File: config.mk
export PLATFORM = sky130hd
export DESIGN_NAME = alt_core
export DESIGN_NICKNAME = d
export VERILOG_FILES = /design/src/core/alt_pkg.sv /design/src/core/alt_core.sv /design/src/core/alt_decode.sv
export SDC_FILE = /design/constraint.sdc
export NUM_CORES = 1
export LEC_CHECK = 0
export BUFFER_PORTS_ARGS = -buffer_cell sky130_fd_sc_hd__clkbuf_2
export CORE_MARGIN = 2
export CORE_UTILIZATION = 30
export DETAILED_ROUTE_END_ITERATION = 8
export GPL_ROUTABILITY_DRIVEN = 0
export GPL_TIMING_DRIVEN = 0
export PLACE_DENSITY_LB_ADDON = 0.25
export SLEW_MARGIN = 25
export SYNTH_ARGS = -nofsm -noshare
export SYNTH_HDL_FRONTEND = slang
export SYNTH_SLANG_ARGS = --single-unit
export TNS_END_PERCENT = 5
File: constraint.sdc
create_clock -name clock_i -period 6.3 [get_ports clock_i]
set_input_delay 1.575 -clock clock_i [delete_from_list [all_inputs] [get_ports clock_i]]
set_output_delay 1.575 -clock clock_i [all_outputs]
set_load 0.02 [all_outputs]
File: src/core/alt_pkg.sv
// Constants, types and the decode function of the accumulator load transfers.
// Assumes a 10-bit instruction word presented for one instruction cycle.
`default_nettype none

package alt_pkg;

	// ==================================================================
	// Widths.
	localparam int DATA_W  = 4;
	localparam int INSTR_W = 10;
	localparam int ADDR_W  = 2;
	localparam int REG_W   = 8;

	// ==================================================================
	// Opcodes.
	localparam logic [INSTR_W-1:0] OP_READ_INT_CTRL_ONE     = 10'h054;
	localparam logic [INSTR_W-1:0] OP_READ_INT_CTRL_TWO     = 10'h055;
	localparam logic [INSTR_W-1:0] OP_READ_TIMER_CTRL_ONE   = 10'h24b;
	localparam logic [INSTR_W-1:0] OP_READ_TIMER_CTRL_TWO   = 10'h24c;
	localparam logic [INSTR_W-1:0] OP_READ_TIMER_CTRL_THREE = 10'h24d;
	localparam logic [INSTR_W-1:0] OP_READ_TIMER_CTRL_FOUR  = 10'h24e;
	localparam logic [INSTR_W-1:0] OP_LOAD_ACC_FROM_X       = 10'h052;
	localparam logic [INSTR_W-1:0] OP_LOAD_ACC_FROM_Y       = 10'h01f;

	// ==================================================================
	// Register port map.
	localparam logic [ADDR_W-1:0] CTRL_OFS   = 2'h0;
	localparam logic [ADDR_W-1:0] STATUS_OFS = 2'h1;
	localparam int                CTRL_EN_BIT      = 0;
	localparam int                STATUS_DONE_BIT  = 4;
	localparam int                STATUS_CARRY_BIT = 5;

	// ==================================================================
	// Reset values.
	localparam logic [DATA_W-1:0] RST_ACC   = 4'h0;
	localparam logic              RST_CARRY = 1'h0;
	localparam logic              RST_SKIP  = 1'h0;
	localparam logic              RST_EN    = 1'h1;
	localparam logic              RST_DONE  = 1'h0;
	localparam logic [REG_W-1:0]  RST_RDATA = 8'h00;

	// ==================================================================
	// Types.
	typedef enum logic [3:0] {
		ALT_SRC_NONE,
		ALT_SRC_INT_ONE,
		ALT_SRC_INT_TWO,
		ALT_SRC_TMR_ONE,
		ALT_SRC_TMR_TWO,
		ALT_SRC_TMR_THREE,
		ALT_SRC_TMR_FOUR,
		ALT_SRC_X,
		ALT_SRC_Y
	} alt_src_t;

	typedef struct packed {
		logic [DATA_W-1:0] acc;
		logic              carry;
		logic              skip;
		logic              en;
		logic              done;
		logic [REG_W-1:0]  rdata;
	} alt_state_t;

	// ==================================================================
	// Opcode to source decode.
	function automatic alt_src_t alt_decode_fn(input logic [INSTR_W-1:0] op);
		case (op)
			OP_READ_INT_CTRL_ONE:     alt_decode_fn = ALT_SRC_INT_ONE;
			OP_READ_INT_CTRL_TWO:     alt_decode_fn = ALT_SRC_INT_TWO;
			OP_READ_TIMER_CTRL_ONE:   alt_decode_fn = ALT_SRC_TMR_ONE;
			OP_READ_TIMER_CTRL_TWO:   alt_decode_fn = ALT_SRC_TMR_TWO;
			OP_READ_TIMER_CTRL_THREE: alt_decode_fn = ALT_SRC_TMR_THREE;
			OP_READ_TIMER_CTRL_FOUR:  alt_decode_fn = ALT_SRC_TMR_FOUR;
			OP_LOAD_ACC_FROM_X:       alt_decode_fn = ALT_SRC_X;
			OP_LOAD_ACC_FROM_Y:       alt_decode_fn = ALT_SRC_Y;
			default:                  alt_decode_fn = ALT_SRC_NONE;
		endcase
	endfunction : alt_decode_fn

endpackage : alt_pkg

`default_nettype wire

File: src/core/alt_core.sv
// Accumulator with the load transfers from control registers and X/Y.
// Assumes one instruction per clock while instr_valid_i is high and that
// source register values are held stable by their owners.
//
// Added by the designer: the strobed register port and the register addresses.
`timescale 1ns/1ns
`default_nettype none

// What this block does
// - Interrupt-control-read-one opcode copies interrupt control register one into accumulator.
// - Interrupt-control-read-two opcode copies interrupt control register two into accumulator.
// - Four timer-control-read opcodes each copy one timer control register into accumulator.
// - Load-from-X opcode copies register X into accumulator in one cycle.
// - Load-from-Y opcode copies register Y into accumulator in one cycle.
module alt_core (
	input  wire logic                        clock_i,
	input  wire logic                        sys_rst_i,
	input  wire logic [alt_pkg::INSTR_W-1:0] instr_i,
	input  wire logic                        instr_valid_i,
	input  wire logic [alt_pkg::DATA_W-1:0]  int_ctrl_reg_one_i,
	input  wire logic [alt_pkg::DATA_W-1:0]  int_ctrl_reg_two_i,
	input  wire logic [alt_pkg::DATA_W-1:0]  timer_ctrl_reg_one_i,
	input  wire logic [alt_pkg::DATA_W-1:0]  timer_ctrl_reg_two_i,
	input  wire logic [alt_pkg::DATA_W-1:0]  timer_ctrl_reg_three_i,
	input  wire logic [alt_pkg::DATA_W-1:0]  timer_ctrl_reg_four_i,
	input  wire logic [alt_pkg::DATA_W-1:0]  reg_x_i,
	input  wire logic [alt_pkg::DATA_W-1:0]  reg_y_i,
	input  wire logic                        acc_wr_i,
	input  wire logic [alt_pkg::DATA_W-1:0]  acc_wr_data_i,
	input  wire logic                        carry_wr_i,
	input  wire logic                        carry_wr_data_i,
	input  wire logic                        skip_req_i,
	input  wire logic [alt_pkg::ADDR_W-1:0]  reg_addr_i,
	input  wire logic [alt_pkg::REG_W-1:0]   reg_wdata_i,
	input  wire logic                        reg_we_i,
	input  wire logic                        reg_re_i,
	output logic      [alt_pkg::REG_W-1:0]   reg_rdata_o,
	output logic      [alt_pkg::DATA_W-1:0]  acc_o,
	output logic                             carry_flag_o,
	output logic                             skip_o,
	output logic                             xfer_done_o
);

	// ==================================================================
	// State.
	alt_pkg::alt_state_t state_r;
	alt_pkg::alt_state_t state_nxt;
	alt_pkg::alt_src_t   src;
	logic                hit;

	// ==================================================================
	// Decoder.
	alt_decode alt_decode_i (
		.instr_i (instr_i),
		.valid_i (instr_valid_i),
		.en_i    (state_r.en),
		.src_o   (src),
		.hit_o   (hit)
	);

	// ==================================================================
	// Source select.
	function automatic logic [alt_pkg::DATA_W-1:0] src_mux(
		input alt_pkg::alt_src_t          s,
		input logic [alt_pkg::DATA_W-1:0] int_one,
		input logic [alt_pkg::DATA_W-1:0] int_two,
		input logic [alt_pkg::DATA_W-1:0] tmr_one,
		input logic [alt_pkg::DATA_W-1:0] tmr_two,
		input logic [alt_pkg::DATA_W-1:0] tmr_three,
		input logic [alt_pkg::DATA_W-1:0] tmr_four,
		input logic [alt_pkg::DATA_W-1:0] x_val,
		input logic [alt_pkg::DATA_W-1:0] y_val
	);
		case (s)
			alt_pkg::ALT_SRC_INT_ONE:   src_mux = int_one;
			alt_pkg::ALT_SRC_INT_TWO:   src_mux = int_two;
			alt_pkg::ALT_SRC_TMR_ONE:   src_mux = tmr_one;
			alt_pkg::ALT_SRC_TMR_TWO:   src_mux = tmr_two;
			alt_pkg::ALT_SRC_TMR_THREE: src_mux = tmr_three;
			alt_pkg::ALT_SRC_TMR_FOUR:  src_mux = tmr_four;
			alt_pkg::ALT_SRC_X:         src_mux = x_val;
			alt_pkg::ALT_SRC_Y:         src_mux = y_val;
			default:                    src_mux = alt_pkg::RST_ACC;
		endcase
	endfunction : src_mux

	// ==================================================================
	// Next state.
	always_comb begin
		state_nxt      = state_r;
		state_nxt.done = hit;
		state_nxt.rdata = alt_pkg::RST_RDATA;
		if (hit) begin
			state_nxt.acc = src_mux(src, int_ctrl_reg_one_i, int_ctrl_reg_two_i,
				timer_ctrl_reg_one_i, timer_ctrl_reg_two_i, timer_ctrl_reg_three_i,
				timer_ctrl_reg_four_i, reg_x_i, reg_y_i);
			state_nxt.skip = 1'b0;
		end else begin
			if (acc_wr_i) begin
				state_nxt.acc = acc_wr_data_i;
			end
			if (carry_wr_i) begin
				state_nxt.carry = carry_wr_data_i;
			end
			state_nxt.skip = skip_req_i;
		end
		if (reg_we_i && reg_addr_i == alt_pkg::CTRL_OFS) begin
			state_nxt.en = reg_wdata_i[alt_pkg::CTRL_EN_BIT];
		end
		if (reg_re_i) begin
			case (reg_addr_i)
				alt_pkg::CTRL_OFS: begin
					state_nxt.rdata[alt_pkg::CTRL_EN_BIT] = state_r.en;
				end
				alt_pkg::STATUS_OFS: begin
					state_nxt.rdata[alt_pkg::DATA_W-1:0]        = state_r.acc;
					state_nxt.rdata[alt_pkg::STATUS_DONE_BIT]   = state_r.done;
					state_nxt.rdata[alt_pkg::STATUS_CARRY_BIT]  = state_r.carry;
				end
				default: begin
					state_nxt.rdata = alt_pkg::RST_RDATA;
				end
			endcase
		end
	end

	// ==================================================================
	// Registers.
	always_ff @(posedge clock_i) begin
		if (sys_rst_i) begin
			state_r.acc   <= alt_pkg::RST_ACC;
			state_r.carry <= alt_pkg::RST_CARRY;
			state_r.skip  <= alt_pkg::RST_SKIP;
			state_r.en    <= alt_pkg::RST_EN;
			state_r.done  <= alt_pkg::RST_DONE;
			state_r.rdata <= alt_pkg::RST_RDATA;
		end else begin
			state_r <= state_nxt;
		end
	end

	assign acc_o        = state_r.acc;
	assign carry_flag_o = state_r.carry;
	assign skip_o       = state_r.skip;
	assign xfer_done_o  = state_r.done;
	assign reg_rdata_o  = state_r.rdata;

	// ==================================================================
	// Assertions.
	logic ok_go;
	assign ok_go = instr_valid_i && state_r.en;

	a_int_one_load: assert property (@(posedge clock_i) disable iff (sys_rst_i)
		ok_go && instr_i == alt_pkg::OP_READ_INT_CTRL_ONE |=> acc_o == $past(int_ctrl_reg_one_i))
		else $error("Interrupt control one not loaded.");

	a_int_two_load: assert property (@(posedge clock_i) disable iff (sys_rst_i)
		ok_go && instr_i == alt_pkg::OP_READ_INT_CTRL_TWO |=> acc_o == $past(int_ctrl_reg_two_i))
		else $error("Interrupt control two not loaded.");

	a_tmr_one_load: assert property (@(posedge clock_i) disable iff (sys_rst_i)
		ok_go && instr_i == alt_pkg::OP_READ_TIMER_CTRL_ONE |=> acc_o == $past(timer_ctrl_reg_one_i))
		else $error("Timer control one not loaded.");

	a_tmr_two_load: assert property (@(posedge clock_i) disable iff (sys_rst_i)
		ok_go && instr_i == alt_pkg::OP_READ_TIMER_CTRL_TWO |=> acc_o == $past(timer_ctrl_reg_two_i))
		else $error("Timer control two not loaded.");

	a_tmr_three_load: assert property (@(posedge clock_i) disable iff (sys_rst_i)
		ok_go && instr_i == alt_pkg::OP_READ_TIMER_CTRL_THREE |=> acc_o == $past(timer_ctrl_reg_three_i))
		else $error("Timer control three not loaded.");

	a_tmr_four_load: assert property (@(posedge clock_i) disable iff (sys_rst_i)
		ok_go && instr_i == alt_pkg::OP_READ_TIMER_CTRL_FOUR |=> acc_o == $past(timer_ctrl_reg_four_i))
		else $error("Timer control four not loaded.");

	a_x_load: assert property (@(posedge clock_i) disable iff (sys_rst_i)
		ok_go && instr_i == alt_pkg::OP_LOAD_ACC_FROM_X |=> acc_o == $past(reg_x_i) && xfer_done_o)
		else $error("Register X not loaded.");

	a_y_load: assert property (@(posedge clock_i) disable iff (sys_rst_i)
		ok_go && instr_i == alt_pkg::OP_LOAD_ACC_FROM_Y |=> acc_o == $past(reg_y_i) && xfer_done_o)
		else $error("Register Y not loaded.");

	a_carry_skip_kept: assert property (@(posedge clock_i) disable iff (sys_rst_i)
		hit |=> $stable(carry_flag_o) && !skip_o)
		else $error("Transfer changed carry or raised skip.");

	a_disabled_ignored: assert property (@(posedge clock_i) disable iff (sys_rst_i)
		instr_valid_i && !state_r.en && !acc_wr_i |=> $stable(acc_o) && !xfer_done_o)
		else $error("Transfer taken while disabled.");

	a_done_after_hit: assert property (@(posedge clock_i) disable iff (sys_rst_i)
		hit |=> xfer_done_o)
		else $error("Transfer taken without done.");

	a_hit_needs_enable: assert property (@(posedge clock_i) disable iff (sys_rst_i)
		hit |-> instr_valid_i && state_r.en)
		else $error("Transfer decoded without a valid enabled instruction.");

	a_other_op_refused: assert property (@(posedge clock_i) disable iff (sys_rst_i)
		instr_valid_i && alt_pkg::alt_decode_fn(instr_i) == alt_pkg::ALT_SRC_NONE |-> !hit)
		else $error("Unknown opcode taken as a transfer.");

	a_known_op_taken: assert property (@(posedge clock_i) disable iff (sys_rst_i)
		ok_go && alt_pkg::alt_decode_fn(instr_i) != alt_pkg::ALT_SRC_NONE |-> hit)
		else $error("Known opcode not taken as a transfer.");

	a_src_idle_none: assert property (@(posedge clock_i) disable iff (sys_rst_i)
		!instr_valid_i |-> src == alt_pkg::ALT_SRC_NONE)
		else $error("Source selected without a valid instruction.");

	a_src_disabled_none: assert property (@(posedge clock_i) disable iff (sys_rst_i)
		!state_r.en |-> src == alt_pkg::ALT_SRC_NONE)
		else $error("Source selected while disabled.");

	// ==================================================================
	// Other instruction assertions.
	a_acc_write_taken: assert property (@(posedge clock_i) disable iff (sys_rst_i)
		!hit && acc_wr_i |=> acc_o == $past(acc_wr_data_i))
		else $error("Accumulator write not taken.");

	a_acc_held_idle: assert property (@(posedge clock_i) disable iff (sys_rst_i)
		!hit && !acc_wr_i |=> $stable(acc_o))
		else $error("Accumulator changed without a write.");

	a_carry_write_taken: assert property (@(posedge clock_i) disable iff (sys_rst_i)
		!hit && carry_wr_i |=> carry_flag_o == $past(carry_wr_data_i))
		else $error("Carry write not taken.");

	a_carry_held_idle: assert property (@(posedge clock_i) disable iff (sys_rst_i)
		hit || !carry_wr_i |=> $stable(carry_flag_o))
		else $error("Carry changed without a carry write.");

	a_skip_follows_req: assert property (@(posedge clock_i) disable iff (sys_rst_i)
		!hit && skip_req_i |=> skip_o)
		else $error("Skip request not taken.");

	a_skip_clear_idle: assert property (@(posedge clock_i) disable iff (sys_rst_i)
		!hit && !skip_req_i |=> !skip_o)
		else $error("Skip raised without a request.");

	a_done_pulse_only: assert property (@(posedge clock_i) disable iff (sys_rst_i)
		!hit |=> !xfer_done_o)
		else $error("Done raised without a transfer.");

	// ==================================================================
	// Register port assertions.
	a_rdata_idle_zero: assert property (@(posedge clock_i) disable iff (sys_rst_i)
		!reg_re_i |=> reg_rdata_o == alt_pkg::RST_RDATA)
		else $error("Read data shown without a read.");

	a_rdata_ctrl_read: assert property (@(posedge clock_i) disable iff (sys_rst_i)
		reg_re_i && reg_addr_i == alt_pkg::CTRL_OFS |=> reg_rdata_o[alt_pkg::CTRL_EN_BIT] == $past(state_r.en))
		else $error("Control read shows wrong enable.");

	a_rdata_ctrl_high: assert property (@(posedge clock_i) disable iff (sys_rst_i)
		reg_re_i && reg_addr_i == alt_pkg::CTRL_OFS |=> reg_rdata_o[alt_pkg::REG_W-1:alt_pkg::CTRL_EN_BIT+1] == '0)
		else $error("Control read shows stray bits.");

	a_rdata_status_acc: assert property (@(posedge clock_i) disable iff (sys_rst_i)
		reg_re_i && reg_addr_i == alt_pkg::STATUS_OFS |=> reg_rdata_o[alt_pkg::DATA_W-1:0] == $past(acc_o)
			&& reg_rdata_o[alt_pkg::STATUS_CARRY_BIT] == $past(carry_flag_o))
		else $error("Status read shows wrong accumulator or carry.");

	a_rdata_status_done: assert property (@(posedge clock_i) disable iff (sys_rst_i)
		reg_re_i && reg_addr_i == alt_pkg::STATUS_OFS |=> reg_rdata_o[alt_pkg::STATUS_DONE_BIT] == $past(xfer_done_o)
			&& reg_rdata_o[alt_pkg::REG_W-1:alt_pkg::STATUS_CARRY_BIT+1] == '0)
		else $error("Status read shows wrong done or stray bits.");

	a_rdata_unmapped: assert property (@(posedge clock_i) disable iff (sys_rst_i)
		reg_re_i && reg_addr_i != alt_pkg::CTRL_OFS && reg_addr_i != alt_pkg::STATUS_OFS
			|=> reg_rdata_o == alt_pkg::RST_RDATA)
		else $error("Unmapped read shows data.");

	a_enable_write: assert property (@(posedge clock_i) disable iff (sys_rst_i)
		reg_we_i && reg_addr_i == alt_pkg::CTRL_OFS |=> state_r.en == $past(reg_wdata_i[alt_pkg::CTRL_EN_BIT]))
		else $error("Enable write not taken.");

	a_enable_held: assert property (@(posedge clock_i) disable iff (sys_rst_i)
		!(reg_we_i && reg_addr_i == alt_pkg::CTRL_OFS) |=> $stable(state_r.en))
		else $error("Enable changed without a control write.");

	a_enable_other_kept: assert property (@(posedge clock_i) disable iff (sys_rst_i)
		reg_we_i && reg_addr_i != alt_pkg::CTRL_OFS |=> $stable(state_r.en))
		else $error("Unmapped write changed the enable.");

	// ==================================================================
	// Reset assertion.
	a_reset_clears: assert property (@(posedge clock_i)
		sys_rst_i |=> acc_o == alt_pkg::RST_ACC && carry_flag_o == alt_pkg::RST_CARRY && skip_o == alt_pkg::RST_SKIP
			&& xfer_done_o == alt_pkg::RST_DONE && state_r.en == alt_pkg::RST_EN)
		else $error("Reset values not applied.");

	// ==================================================================
	// Cover points.
	c_int_load: cover property (@(posedge clock_i) disable iff (sys_rst_i)
		src == alt_pkg::ALT_SRC_INT_ONE ##1 src == alt_pkg::ALT_SRC_INT_TWO);
	c_tmr_load: cover property (@(posedge clock_i) disable iff (sys_rst_i)
		src == alt_pkg::ALT_SRC_TMR_FOUR);
	c_x_then_y: cover property (@(posedge clock_i) disable iff (sys_rst_i)
		src == alt_pkg::ALT_SRC_X ##1 src == alt_pkg::ALT_SRC_Y);
	c_disabled_try: cover property (@(posedge clock_i) disable iff (sys_rst_i)
		instr_valid_i && !state_r.en);
	c_back_to_back: cover property (@(posedge clock_i) disable iff (sys_rst_i)
		hit ##1 hit);

endmodule : alt_core

`default_nettype wire

File: src/core/alt_decode.sv
// Instruction decoder for the accumulator load transfers.
// Assumes instr_i is valid while valid_i is high; purely combinational.
`timescale 1ns/1ns
`default_nettype none

module alt_decode (
	input  wire logic [alt_pkg::INSTR_W-1:0] instr_i,
	input  wire logic                        valid_i,
	input  wire logic                        en_i,
	output var  alt_pkg::alt_src_t           src_o,
	output logic                             hit_o
);

	// ==================================================================
	// Decode.
	always_comb begin
		if (valid_i && en_i) begin
			src_o = alt_pkg::alt_decode_fn(instr_i);
		end else begin
			src_o = alt_pkg::ALT_SRC_NONE;
		end
	end

	assign hit_o = (src_o != alt_pkg::ALT_SRC_NONE);

endmodule : alt_decode

`default_nettype wire

==> impl_metrics.json <==
{
  "layout.nets": 267,
  "antenna_cells": 0,
  "cts_tree": "done",
  "path_max_fanout": 10,
  "worst_pin_slew_ns": 0.639,
  "met2_usage_pct": 25.3,
  "finalCriticalPeriod_ns": 3.15,
  "wl_um": 3000,
  "cts_buffers": 3,
  "end_kind": "flop",
  "grt_pass1_vias": 1133,
  "core-area_um2": 3610,
  "grtUsageMet1_pct": 19.0,
  "routed_via_density": 4.89,
  "criticalPathCategory": "in -> reg",
  "r2r_cells": 7,
  "num_vias": 1217,
  "worstSetupStartpointType": "input pin",
  "max_freq_mhz": 317,
  "peakVddDrop_uv": 50.1,
  "synth.distinct_cells": 46,
  "p_total_uw": 234,
  "drive_gt1_share_pct": 44.3,
  "rr_endpoint": "acc_o[3]",
  "numPortBuffers": 66,
  "firstDrtPassIters": 4,
  "post_drt_wl_per_cell_um": 12.0,
  "cp_slowest_cell": "nor4_4",
  "die-area_um2": 4220,
  "setup.worst_path.start": "instr_i[5]",
  "synth_top_area_cell": "dfxtp_1",
  "ys_seq_area_share_pct": 25.2,
  "critPathMaxStageDelay_ns": 0.42,
  "synthFlopType": "dfxtp_1",
  "seqPwrFrac_pct": 40.1,
  "hold_buffers": 0,
  "placed_area_um2": 1510,
  "rsz0062_at_grt": "false",
  "power_density_nw_per_um2": 150,
  "syn_area_um2": 1110,
  "drcViolationCount": 0,
  "clock_sinks": 14,
  "antenna_found_initial": 0,
  "start_util_pct": 30.9,
  "die_h_um": 64.9,
  "h-tree-depth": 1,
  "switching_share_pct": 25.3,
  "row_count": 22,
  "finalInstanceArea_um2": 1560,
  "synthCells": 130,
  "io_pins": 80,
  "post-dp-hpwl_um": 2490,
  "switching_power_uw": 59.2,
  "grt_max_degree": 11,
  "ant_nets": 0,
  "hp-class": "reg -> reg",
  "die_w_um": 64.9,
  "setup_viol": 0,
  "syn_avg_cell_area_um2": 8.57,
  "crit_chain": "clkbuf_2, or3_4, nor4_4, nand2b_1, o22ai_1, buf_6, a211oi_1, a221oi_1",
  "path_clk_slew_ns": 0.06,
  "track_usage_pct": 14.6,
  "relSlewSlack_pct": 56.8,
  "crit_required_ns": 6.42,
  "cts_setup_buffers": 0,
  "clk_latency_ns": 0.24,
  "yosys_warnings": 0,
  "timing.final.crit_share_pct": 50.0,
  "grt_pass1_wl_um": 4930,
  "ys_ff_latch": 14,
  "cts_resized": 0,
  "combPwrFrac_pct": 23.5,
  "gr-max-usage-layer": "met2",
  "p_int_uw": 175,
  "leakage_uw": 0.000819,
  "area_delta_synth_final_pct": 40.3,
  "fin_tns_setup_ns": 0,
  "synth.cells.most_frequent": "nand2_1, dfxtp_1, a21oi_1, and2_1, nor2_1",
  "grt_use_met3_pct": 2.26,
  "yosys-top-cells-area": "dfxtp_1, nand2_1, buf_6, and2_1, a21oi_1",
  "run_status": "finished clean",
  "cts.path.max_buffers": 2,
  "initialDrtViolationCount": 62,
  "synth_edf_count": 0,
  "root_buffer": "clkbuf_8",
  "hold_viol_final": 0,
  "maxSlewViolCount": 0,
  "grt-ovfl-total": 0,
  "critPathCapture": "acc_o[3]",
  "synth_top_area_share_pct": 25.2,
  "clkPwrFrac_pct": 36.4,
  "synth.most_common_cell": "nand2_1",
  "fin_skew_ns": 0.000724,
  "async_flop_share_pct": 0,
  "r2r_start": "state_r[9]",
  "critPathArrivalTime_ns": 3.27,
  "r2r_setup_slack_ns": 4.58,
  "cap_viol_max_count": 0,
  "nFillCells": 373
}
cell families (layout without fill, tap and decap cells):
group / Yosys count / count (layout) / share of synthesized area, %
simple gates: 61 / 61 / 34.4
compound gates: 39 / 39 / 27.9
flops: 14 / 14 / 25.2
buf+inv: 10 / 80 / 7.53
mux: 3 / 3 / 3.15
xor+xnor: 2 / 2 / 1.57
other cells: 1 / 2 / 0.337
worst max-delay path: cells and delay by family:
| family | cells | cell delay (ns) |
|---|---|---|
| AO/OA/AOI/OAI | 3 | 0.42 |
| buffers and inverters | 2 | 0.28 |
| AND/OR/NAND/NOR | 3 | 0.99 |
how the worst min path moves through the flow:
stage | startpoint | to | slack (ns) | depth (start not counted)
after global placement | xfer_done_o | reg_rdata_o[4] | 0.45 | 1
after floorplan | state_r[9] | reg_rdata_o[0] | 0.52 | 2
after detailed placement | xfer_done_o | reg_rdata_o[4] | 0.46 | 1
after CTS | xfer_done_o | reg_rdata_o[4] | 0.47 | 1
after global routing | xfer_done_o | reg_rdata_o[4] | 0.50 | 1
final | xfer_done_o | reg_rdata_o[4] | 0.47 | 1
layer usage:
layer,vias to the layer above,share of wire [%],wire length [um]
li1,628,-,-
met1,546,45,1350
met2,41,47,1420
met3,2,7.4,221
met4,0,0.20,6
met5,-,0,0
cell usage in the layout, fill, tap and decap left out, types with 3 or more instances in the layout:
cell type  instances
buf_6              5
a211oi_1           3
a22o_1             4
clkbuf_8           4
nor2_1             7
a221oi_1           3
nand2_1           16
a21o_1             3
nand2b_1           4
dfxtp_1           14
a21oi_1            8
and3_2             3
clkbuf_2          66
o21ai_0            6
and2_1             7
cell type report:
class	instances	area (um^2)	area share, %
well taps	48	60.1	3.84
inverters	2	7.51	0.480
clock buffers	4	55.1	3.52
repair buffers	66	330	21.1
multi-input cells	107	753	48.2
flip-flops and latches	14	280	17.9
plain buffers	8	76.3	4.88
state kept, by name (all words and copies together), names as in the netlist:
| name | cells |
|---|---|
| reg_rdata_o | 6 |
| acc_o | 4 |
| carry_flag_o | 1 |
| skip_o | 1 |
| state_r | 1 |
| xfer_done_o | 1 |
through the flow:
step | worst slack [ns] | hold WS (ns) | cells | util [%]
2_1_floorplan | 3.13 | 0.519 | 131 | -
3_3_place_gp | 2.88 | 0.445 | 245 | 41.8
3_5_place_dp | 2.87 | 0.457 | 245 | 41.8
4_1_cts | 3.13 | 0.473 | 249 | 43.3
5_1_grt | 2.97 | 0.499 | 249 | 43.3
6_report | 3.15 | 0.465 | 249 | 43.3
power by group through the flow:
stage	combinational (uW)	clock, uW	sequential (uW)
2_1_floorplan	26.6	0	99.3
3_3_place_gp	54.9	0	96.0
3_5_place_dp	55.4	0	96.0
4_1_cts	55.6	87.5	94.0
5_1_grt	61.6	90.7	94.4
6_report	55.1	85.3	94.1
Power figures use the tool's default switching activity.
